$ cat src/vmoc_pkg.sv
// Package: constants and types of the valve motor open/close output block
package vmoc_pkg;

    // ---------------------------------------------------------------
    // Clock and time base
    // ---------------------------------------------------------------
    localparam int CLK_PERIOD_PS = 4000;
    localparam int MS_PERIOD_PS = 1000000000;
    localparam int MS_CYCLES_DEF = MS_PERIOD_PS / CLK_PERIOD_PS;
    localparam int MS_PER_S = 1000;
    localparam int KEY_HOLD_S = 5;
    localparam int KEY_HOLD_MS = KEY_HOLD_S * MS_PER_S;
    localparam int IDLE_S = 60;
    localparam int IDLE_MS = IDLE_S * MS_PER_S;
    localparam int MOTOR_MIN_S = 5;
    localparam int MOTOR_MIN_MS = MOTOR_MIN_S * MS_PER_S;
    localparam int CAL_SETTLE_MS = 1000;

    // ---------------------------------------------------------------
    // Settings: ranges and values after reset (outputs in 0.1 %)
    // ---------------------------------------------------------------
    localparam logic [9:0] FULL_SCALE = 10'h3e8;
    localparam logic [6:0] NZ_DEF = 7'h14;
    localparam logic [5:0] GAP_DEF = 6'h0a;
    localparam logic [9:0] MOTOR_DEF = 10'h00a;
    localparam logic [9:0] MOTOR_MIN = 10'h005;
    localparam logic [9:0] MOTOR_MAX = 10'h3e8;
    localparam logic [10:0] LIM_DEF = 11'h5dc;
    localparam logic [10:0] LIM_OFF = 11'h000;

    // ---------------------------------------------------------------
    // Codes
    // ---------------------------------------------------------------
    localparam logic BRK_STOP_ACT = 1'b0;
    localparam logic BRK_CONTINUE = 1'b1;
    localparam logic [1:0] STOP_BOTH_OFF = 2'h0;
    localparam logic [1:0] STOP_CLOSE_ON = 2'h1;
    localparam logic [1:0] STOP_OPEN_ON = 2'h2;
    localparam logic [1:0] CAL_END = 2'h0;
    localparam logic [1:0] CAL_OPEN = 2'h1;
    localparam logic [1:0] CAL_CLOSE = 2'h2;
    localparam logic [1:0] ST_ALL = 2'h0;
    localparam logic [1:0] ST_POWER_RUN = 2'h1;
    localparam logic [1:0] ST_TARGET_ONLY = 2'h2;

    typedef enum logic [1:0] {CS_IDLE, CS_OPEN, CS_CLOSE} vmoc_cal_t;

endpackage

$ cat src/vmoc_aux_if.sv
// Interface: signals shared by the core, its key timer and position scaler
`timescale 1ns/1ps
interface vmoc_aux_if;
    logic ms_tick;
    logic hold_done;
    logic idle_done;
    logic shift_key;
    logic any_key;
    logic calibrating;
    logic [11:0] fb_raw;
    logic [11:0] cal_zero;
    logic [11:0] cal_open;
    logic [9:0] valve_pos;

    modport timer (output ms_tick, output hold_done, output idle_done,
        input shift_key, input any_key, input calibrating);
    modport scale (input fb_raw, input cal_zero, input cal_open,
        output valve_pos);
endinterface

$ cat src/vmoc_key_timer.sv
// Module: millisecond time base, shift-key hold and key idle timers
`timescale 1ns/1ps
module vmoc_key_timer
    import vmoc_pkg::*;
#(
    parameter int MS_CYCLES = MS_CYCLES_DEF
) (
    input wire logic ref_clk,
    input wire logic reset_n,
    vmoc_aux_if.timer aux
);
    typedef struct packed {
        logic [17:0] pre;
        logic tick;
        logic [12:0] hold;
        logic hold_done;
        logic [15:0] idle;
        logic idle_done;
    } vmoc_tmr_t;

    vmoc_tmr_t s;
    vmoc_tmr_t next_s;

    // Hold counter restarts while calibrating, so a finished run needs
    // a fresh five second hold before another one can begin
    always_comb begin
        next_s = s;
        next_s.tick = 1'b0;
        next_s.idle_done = 1'b0;
        if (s.pre >= 18'(MS_CYCLES - 1)) begin
            next_s.pre = 18'h0;
            next_s.tick = 1'b1;
        end else begin
            next_s.pre = s.pre + 18'h1;
        end
        if (!aux.shift_key || aux.calibrating) begin
            next_s.hold = 13'h0;
            next_s.hold_done = 1'b0;
        end else if (s.tick && !s.hold_done) begin
            next_s.hold = s.hold + 13'h1;
            next_s.hold_done = (s.hold + 13'h1) >= 13'(KEY_HOLD_MS);
        end
        if (aux.any_key || aux.calibrating) begin
            next_s.idle = 16'h0;
        end else if (s.tick && s.idle < 16'(IDLE_MS)) begin
            next_s.idle = s.idle + 16'h1;
            next_s.idle_done = (s.idle + 16'h1) == 16'(IDLE_MS);
        end
    end

    // State register
    always_ff @(posedge ref_clk or negedge reset_n) begin
        if (!reset_n) begin
            s <= '0;
        end else begin
            s <= next_s;
        end
    end

    assign aux.ms_tick = s.tick;
    assign aux.hold_done = s.hold_done;
    assign aux.idle_done = s.idle_done;
endmodule

$ cat src/vmoc_pos_scale.sv
// Module: maps raw feedback onto the calibrated 0 to 100 % valve span
`timescale 1ns/1ps
module vmoc_pos_scale
    import vmoc_pkg::*;
(
    input wire logic ref_clk,
    input wire logic reset_n,
    vmoc_aux_if.scale aux
);
    typedef struct packed {
        logic [9:0] pos;
    } vmoc_scl_t;

    vmoc_scl_t s;
    vmoc_scl_t next_s;
    logic [11:0] span;
    logic [11:0] rel;
    logic [21:0] quo;

    // Readings beyond either calibrated end clamp to 0 or 100 %
    assign span = aux.cal_open - aux.cal_zero;
    assign rel = aux.fb_raw - aux.cal_zero;
    assign quo = (22'(rel) * 22'(FULL_SCALE)) / 22'(span);

    always_comb begin
        next_s = s;
        if (aux.cal_open <= aux.cal_zero || aux.fb_raw <= aux.cal_zero) begin
            next_s.pos = 10'h0;
        end else if (aux.fb_raw >= aux.cal_open) begin
            next_s.pos = FULL_SCALE;
        end else begin
            next_s.pos = quo[9:0];
        end
    end

    // Registered position
    always_ff @(posedge ref_clk or negedge reset_n) begin
        if (!reset_n) begin
            s <= '0;
        end else begin
            s <= next_s;
        end
    end

    assign aux.valve_pos = s.pos;
endmodule

$ cat src/vmoc_core.sv
// Module: open/close output logic for a position-proportioning valve motor
`timescale 1ns/1ps
module vmoc_core
    import vmoc_pkg::*;
#(
    parameter int MS_CYCLES = MS_CYCLES_DEF
) (
    input wire logic ref_clk,
    input wire logic reset_n,
    input wire logic pos_pid_selected,
    input wire logic run_mode,
    input wire logic [9:0] manipulated_output,
    input wire logic signed [15:0] pid_delta,
    input wire logic [6:0] neutral_zone,
    input wire logic [5:0] diff_gap,
    input wire logic [10:0] limiter_setting,
    input wire logic [9:0] motor_time_in,
    input wire logic motor_time_wr,
    input wire logic fb_fitted,
    input wire logic fb_break,
    input wire logic [11:0] valve_position_feedback,
    input wire logic break_action,
    input wire logic [1:0] stop_action,
    input wire logic sat_action,
    input wire logic [9:0] out_limit_low,
    input wire logic [9:0] out_limit_high,
    input wire logic shift_key,
    input wire logic any_key,
    input wire logic prep_screen_req,
    input wire logic [1:0] auto_startup_tune_cond,
    input wire logic [15:0] target_setpoint,
    output logic drive_open,
    output logic drive_close,
    output logic [9:0] motor_time,
    output logic [1:0] cal_state,
    output logic at_prep_screen,
    output logic at_monitor_screen,
    output logic [9:0] valve_position,
    output logic auto_startup_tune
);
    // ---------------------------------------------------------------
    // State
    // ---------------------------------------------------------------
    typedef struct packed {
        vmoc_cal_t cal;
        logic open;
        logic close;
        logic dir_open;
        logic blk_open;
        logic blk_close;
        logic [20:0] acc;
        logic [9:0] motor;
        logic [19:0] cal_ms;
        logic [15:0] stable_ms;
        logic [11:0] last_raw;
        logic [11:0] zero;
        logic [11:0] span_end;
        logic prep;
        logic monitor;
        logic por;
        logic run_q;
        logic [15:0] sv_q;
        logic st;
    } vmoc_core_t;

    vmoc_core_t s;
    vmoc_core_t next_s;

    vmoc_aux_if aux ();

    // ---------------------------------------------------------------
    // Helpers
    // ---------------------------------------------------------------
    // Magnitude of a signed deviation, saturated so -32768 cannot wrap
    function automatic logic [15:0] vmoc_mag(input logic signed [15:0] v);
        if (v == 16'sh8000) begin
            return 16'h7fff;
        end
        return (v < 0) ? 16'(-v) : 16'(v);
    endfunction

    // Stepping a millisecond counter without wrapping
    function automatic logic [19:0] vmoc_inc(input logic [19:0] v);
        return (v == 20'hfffff) ? v : v + 20'h1;
    endfunction

    // ---------------------------------------------------------------
    // Submodules
    // ---------------------------------------------------------------
    assign aux.shift_key = shift_key;
    assign aux.any_key = any_key;
    assign aux.calibrating = (s.cal != CS_IDLE);
    assign aux.fb_raw = valve_position_feedback;
    assign aux.cal_zero = s.zero;
    assign aux.cal_open = s.span_end;

    vmoc_key_timer #(.MS_CYCLES(MS_CYCLES)) vmoc_key_timer_inst (
        .ref_clk(ref_clk),
        .reset_n(reset_n),
        .aux(aux.timer)
    );

    vmoc_pos_scale vmoc_pos_scale_inst (
        .ref_clk(ref_clk),
        .reset_n(reset_n),
        .aux(aux.scale)
    );

    // ---------------------------------------------------------------
    // Decision terms
    // ---------------------------------------------------------------
    logic fb_in_use;
    logic stop_apply;
    logic normal_path;
    logic lim_en;
    logic signed [15:0] dev;
    logic [15:0] dev_mag;
    logic [15:0] nz_on;
    logic [15:0] nz_off;
    logic req_open;
    logic req_close;
    logic at_closed;
    logic at_opened;
    logic ctl_open;
    logic ctl_close;
    logic [20:0] limit_ms;
    logic cal_start;

    // Broken feedback with continue code falls back to the open-loop path
    assign fb_in_use = fb_fitted && !fb_break;
    assign stop_apply = (!fb_fitted && !run_mode)
        || (fb_fitted && fb_break && break_action == BRK_STOP_ACT);
    assign normal_path = pos_pid_selected && s.cal == CS_IDLE
        && !stop_apply && run_mode;
    assign lim_en = !fb_in_use && limiter_setting != LIM_OFF;
    assign limit_ms = 21'(s.motor) * 21'(limiter_setting);

    // Closed loop compares target with position, open loop uses the step
    assign dev = fb_in_use
        ? 16'(signed'({6'h0, manipulated_output})
            - signed'({6'h0, aux.valve_pos}))
        : pid_delta;
    assign dev_mag = vmoc_mag(dev);
    assign nz_on = {9'h0, neutral_zone};
    assign nz_off = (neutral_zone > 7'(diff_gap))
        ? {9'h0, neutral_zone - 7'(diff_gap)} : 16'h0;

    // An active side is kept until the deviation falls below zone less gap
    assign req_open = !dev[15]
        && (dev_mag > (s.open ? nz_off : nz_on));
    assign req_close = dev[15]
        && (dev_mag > (s.close ? nz_off : nz_on));

    // Valve ends only known with live feedback; limiter values move them
    assign at_closed = fb_in_use && aux.valve_pos <= out_limit_low;
    assign at_opened = fb_in_use && aux.valve_pos >= out_limit_high;

    always_comb begin
        if (at_opened) begin
            ctl_open = sat_action && s.open;
        end else begin
            ctl_open = req_open && !(lim_en && s.blk_open);
        end
        if (at_closed) begin
            ctl_close = sat_action && s.close;
        end else begin
            ctl_close = req_close && !(lim_en && s.blk_close);
        end
    end

    assign cal_start = pos_pid_selected && fb_fitted && s.prep
        && aux.hold_done && s.cal == CS_IDLE;

    // ---------------------------------------------------------------
    // Next state
    // ---------------------------------------------------------------
    always_comb begin
        logic want_open;
        logic want_close;
        logic [19:0] travel;
        want_open = 1'b0;
        want_close = 1'b0;
        travel = 20'h0;
        next_s = s;
        next_s.st = 1'b0;

        // Startup tuning start condition
        next_s.por = 1'b0;
        next_s.run_q = run_mode;
        next_s.sv_q = target_setpoint;
        if (s.por && auto_startup_tune_cond != ST_TARGET_ONLY) begin
            next_s.st = 1'b1;
        end
        if (run_mode && !s.run_q
            && auto_startup_tune_cond != ST_TARGET_ONLY) begin
            next_s.st = 1'b1;
        end
        if (!s.por && target_setpoint != s.sv_q
            && auto_startup_tune_cond != ST_POWER_RUN) begin
            next_s.st = 1'b1;
        end

        // Motor time setting, out-of-range writes are ignored
        if (motor_time_wr && motor_time_in >= MOTOR_MIN
            && motor_time_in <= MOTOR_MAX) begin
            next_s.motor = motor_time_in;
        end

        // Screen selection; idle return is suppressed while calibrating
        if (s.cal == CS_IDLE) begin
            if (prep_screen_req) begin
                next_s.prep = 1'b1;
                next_s.monitor = 1'b0;
            end else if (aux.idle_done) begin
                next_s.prep = 1'b0;
                next_s.monitor = 1'b1;
            end
        end

        // Calibration: run open until the reading settles, then close
        case (s.cal)
            CS_IDLE: begin
                if (cal_start) begin
                    next_s.cal = CS_OPEN;
                    next_s.cal_ms = 20'h0;
                    next_s.stable_ms = 16'h0;
                    next_s.last_raw = valve_position_feedback;
                end
            end
            CS_OPEN: begin
                if (aux.ms_tick) begin
                    next_s.cal_ms = vmoc_inc(s.cal_ms);
                    next_s.last_raw = valve_position_feedback;
                    next_s.stable_ms =
                        (valve_position_feedback == s.last_raw)
                        ? s.stable_ms + 16'h1 : 16'h0;
                    if (s.stable_ms >= 16'(CAL_SETTLE_MS)) begin
                        travel = s.cal_ms - 20'(CAL_SETTLE_MS);
                        next_s.span_end = valve_position_feedback;
                        // Short runs suggest a fault, so keep old value
                        if (travel >= 20'(MOTOR_MIN_MS)) begin
                            next_s.motor =
                                (travel / 20'(MS_PER_S) > 20'(MOTOR_MAX))
                                ? MOTOR_MAX
                                : 10'(travel / 20'(MS_PER_S));
                        end
                        next_s.cal = CS_CLOSE;
                        next_s.cal_ms = 20'h0;
                        next_s.stable_ms = 16'h0;
                    end
                end
            end
            CS_CLOSE: begin
                if (aux.ms_tick) begin
                    next_s.last_raw = valve_position_feedback;
                    next_s.stable_ms =
                        (valve_position_feedback == s.last_raw)
                        ? s.stable_ms + 16'h1 : 16'h0;
                    if (s.stable_ms >= 16'(CAL_SETTLE_MS)) begin
                        next_s.zero = valve_position_feedback;
                        next_s.cal = CS_IDLE;
                        next_s.prep = 1'b1;
                        next_s.monitor = 1'b0;
                    end
                end
            end
            default: next_s.cal = CS_IDLE;
        endcase
        if (!pos_pid_selected || !fb_fitted) begin
            next_s.cal = CS_IDLE;
        end

        // Direction selection by priority
        if (!pos_pid_selected) begin
            want_open = 1'b0;
            want_close = 1'b0;
        end else if (s.cal != CS_IDLE) begin
            want_open = (s.cal == CS_OPEN);
            want_close = (s.cal == CS_CLOSE);
        end else if (stop_apply) begin
            want_open = (stop_action == STOP_OPEN_ON);
            want_close = (stop_action == STOP_CLOSE_ON);
        end else if (run_mode) begin
            want_open = ctl_open;
            want_close = ctl_close;
        end

        // A reversal passes through one cycle with both sides off
        next_s.open = want_open && !s.close;
        next_s.close = want_close && !s.open && !want_open;

        // Integrated on-time; a change of side starts a fresh total
        if ((next_s.open && !s.dir_open) || (next_s.close && s.dir_open)) begin
            next_s.dir_open = next_s.open;
            next_s.acc = 21'h0;
            next_s.blk_open = 1'b0;
            next_s.blk_close = 1'b0;
        end else if (lim_en && aux.ms_tick && (s.open || s.close)) begin
            next_s.acc = s.acc + 21'h1;
            if (s.acc + 21'h1 >= limit_ms) begin
                next_s.blk_open = s.open;
                next_s.blk_close = s.close;
            end
        end
    end

    // ---------------------------------------------------------------
    // State register
    // ---------------------------------------------------------------
    always_ff @(posedge ref_clk or negedge reset_n) begin
        if (!reset_n) begin
            s <= '0;
            s.motor <= MOTOR_DEF;
            s.monitor <= 1'b1;
            s.por <= 1'b1;
            s.span_end <= 12'hfff;
        end else begin
            s <= next_s;
        end
    end

    assign drive_open = s.open;
    assign drive_close = s.close;
    assign motor_time = s.motor;
    // Enum order gives the reported codes, so the flop drives the pin
    assign cal_state = s.cal;
    assign at_prep_screen = s.prep;
    assign at_monitor_screen = s.monitor;
    assign valve_position = aux.valve_pos;
    assign auto_startup_tune = s.st;
endmodule

$ cat config.mk
export PLATFORM = sky130hd
export DESIGN_NAME = vmoc_core
export DESIGN_NICKNAME = d
export VERILOG_FILES = /design/src/vmoc_pkg.sv /design/src/vmoc_aux_if.sv /design/src/vmoc_key_timer.sv /design/src/vmoc_pos_scale.sv /design/src/vmoc_core.sv
export SDC_FILE = /design/constraint.sdc
export NUM_CORES = 2
export LEC_CHECK = 0
export ABC_AREA = 1
export BUFFER_PORTS_ARGS = -buffer_cell sky130_fd_sc_hd__buf_4
export CELL_PAD_IN_SITES_DETAIL_PLACEMENT = 1
export CELL_PAD_IN_SITES_GLOBAL_PLACEMENT = 2
export CORE_MARGIN = 10
export CORE_UTILIZATION = 39
export DETAILED_ROUTE_END_ITERATION = 8
export PLACE_DENSITY = 0.93
export SYNTH_ARGS = -nofsm -noshare
export SYNTH_HDL_FRONTEND = slang
export SYNTH_SLANG_ARGS = --single-unit
$ cat constraint.sdc
create_clock -name ref_clk -period 118.8 [get_ports ref_clk]
set_clock_uncertainty 0.15 [all_clocks]
set_input_delay 35.64 -clock ref_clk [delete_from_list [all_inputs] [get_ports ref_clk]]
set_output_delay 35.64 -clock ref_clk [all_outputs]
set_load 0.01 [all_outputs]
==> reports/metrics.csv <==
metric,value,unit
Bufs on Longest Clock Path,2,
Critical Path AT,91.80,ns
post-synthesis sequential area ratio,0.1488,
final hold viol count,0,
Worst setup SP type,primary input,
TritonCTS clock tree,yes,
Remaining DRCs,0,
largest area contributor in the netlist,ha_1,
share of the synthesized area in the top cell type,0.1622,
# nets final,5617,
Core Rows,105,
die area,94590,um2
routed len/inst,16.40,um
worst-margin pin slew,0.8672,ns
minimum clock period,91.58,ns
initial antenna violation count,1,
CP Max Fanout,27,
grt ovf,0,
synth-to-layout area growth,8.726,%
IO Pins,151,
Layout Cells excl Fill,6056,
delay of the slowest critical-path stage,0.54,ns
"commonest non-fill, non-tap cell in the layout",nand2_1,
commonest register cell after synthesis,dfrtp_1,
Final Cycle Share,0.7709,
Post-CTS Setup Inserts,0,
vias in the first global route,32280,
total CTS buffers,17,
Chip Height,307.6,um
HPWL after DPL,82520,um
clk_lat worst skew,0.47,ns
core area,81980,um2
Fmax achieved,10.92,MHz
first-pass GRT wire length,164900,um
syn nets,5519,
Die W,307.6,um
synthesized area,32250,um2
Cell variety after synth,74,
total number of vias,31260,
top post-synthesis cells by area,"ha_1, dfrtp_1, nand2_1",
"flops & latches, synth",191,
placed cell count,6023,
vias per cell,5.162,
"Reg clk slew, reported paths",0.09,ns
most numerous cell on the critical path,nand2_1,
final setup vio count,0,
Post-synth EDFFs,0,
H-tree depth,4,
CTS Sinks,191,
setup ws final,27.22,ns
"FFs w/ async S/R, synth",1.000,
Syn Area/Cell,6.616,um2
IO buf count,150,
outcome,completed,
first-pass detailed-route iteration total,5,
"commonest cells after routing, fill and taps aside","nand2_1, inv_1, ha_1",
Clock Tree Root,clkbuf_16,
Critical Path Slowest Stage Cell,fa_1,
Setup TNS,0,ns
Synth Instances,4874,
layout cell share with drive strength beyond 1,0.08365,
max-slew violation count,0,
Max transition margin,0.4143,
GRT Total Usage,0.2092,
max cap viols,0,
Ys Warns,0,
largest net degree at the start of global routing,87,
Final GP Congestion,0.8671,
RSZ-0062 raised after global routing,false,
DR iter-0 viols,1367,
Worst EP required,119.02,ns
Detail Route Antenna Nets,0,
Worst Setup End Kind,flop,
Place WS,26.94,ns
initial core utilization,0.3934,
hold buffers post-CTS,0,
detailed-route wire length,99340,um
Post-CTS Resized,0,
Hold Crit Class,reg2reg,
crit path kind,in2reg,
==> worst max-delay path, delay by kind of cell <==
family / cells / cell delay, ns
fa+ha+maj: 29 / 9.76
buf+inv: 68 / 7.19
xor+xnor: 2 / 0.64
compound gates: 136 / 24.43
simple gates: 126 / 14.10
==> stage by stage <==
step	cell area [um2]	hold WS, ns	utilization
2_1_floorplan	32250	0.2829	-
3_3_place_gp	34460	0.3044	0.4203
3_5_place_dp	34460	0.3197	0.4203
4_1_cts	35060	0.3323	0.4277
5_1_grt	35060	0.3521	0.4277
6_report	35060	0.3218	0.4277
==> kinds of logic after synthesis <==
logic type / share of synthesized area
fa+ha+maj: 0.2261
simple gates: 0.2927
xor+xnor: 0.07682
buf+inv: 0.1150
other cells: 0.0001163
compound gates: 0.1395
mux: 0.0009312
flops: 0.1488
==> path summary, 6_finish.rpt <==
| kind | from | endpoint | slack [ns] | depth (start not counted) |
|---|---|---|---|---|
| worst max-delay path | valve_position_feedback[0] | vmoc_pos_scale_inst.aux.valve_pos[0] | 27.22 | 361 |
| min in group asynchronous | reset_n | vmoc_key_timer_inst.s[3] | 35.09 | 1 |
| worst max register to register | aux.cal_zero[2] | vmoc_pos_scale_inst.aux.valve_pos[0] | 62.11 | 363 |
| worst min-delay path | vmoc_key_timer_inst.s[32] | vmoc_key_timer_inst.s[32] | 0.32 | 1 |
| max in group asynchronous | reset_n | s[11] | 81.41 | 3 |
| worst min register to register | vmoc_key_timer_inst.s[32] | vmoc_key_timer_inst.s[32] | 0.32 | 1 |
==> routing by layer <==
| layer | part of all wire | track usage | vias to the layer above |
|---|---|---|---|
| li1 | - | - | 15910 |
| met1 | 0.49 | 0.2866 | 14940 |
| met3 | 0.029 | 0.02172 | 79 |
| met5 | 0 | 0 | - |
| met4 | 0.016 | 0.03835 | 0 |
| met2 | 0.46 | 0.3539 | 333 |
==> state kept, by name, summed over array words and instances, names as in the netlist, 2 cells and up <==
register                           count
s                                     90
cal_state                              2
motor_time                            10
aux.cal_zero                          12
aux.cal_open                          12
vmoc_pos_scale_inst.aux.valve_pos     10
vmoc_key_timer_inst.s                 47
==> synthesized netlist by cell type (12+ instances only) <==
| cell type | count |
|---|---|
| a21o_1 | 37 |
| a21oi_1 | 253 |
| a21oi_2 | 12 |
| a31oi_1 | 12 |
| buf_4 | 15 |
| clkbuf_1 | 63 |
| dfrtp_1 | 175 |
| dfstp_2 | 16 |
| fa_1 | 103 |
| ha_1 | 418 |
| inv_1 | 851 |
| inv_2 | 25 |
| nand2_1 | 1138 |
| nand2_2 | 41 |
| nand3_1 | 272 |
| nand3_2 | 17 |
| nand4_1 | 77 |
| nor2_1 | 342 |
| nor2_2 | 28 |
| nor3_1 | 82 |
| nor3b_1 | 13 |
| nor4_1 | 22 |
| o211ai_1 | 18 |
| o21a_1 | 17 |
| o21ai_0 | 288 |
| o21ai_1 | 32 |
| o21bai_1 | 33 |
| o22ai_1 | 25 |
| o31ai_1 | 20 |
| or2_2 | 33 |
| xnor2_1 | 85 |
| xor2_1 | 191 |
==> cell type report <==
class / instances / area, um2
well taps: 1070 / 1339
multi-input cells: 3713 / 23750
diodes: 1 / 2.502
flip-flops and latches: 191 / 4800
clock inverters: 13 / 167.7
inverters: 881 / 3307
fillers: 10900 / 46920
clock buffers: 19 / 432.9
repair buffers: 168 / 1267
Power is left out: the tool's default activity adds up to more than one toggle a clock period on the data nets, which glitch-free logic cannot reach.
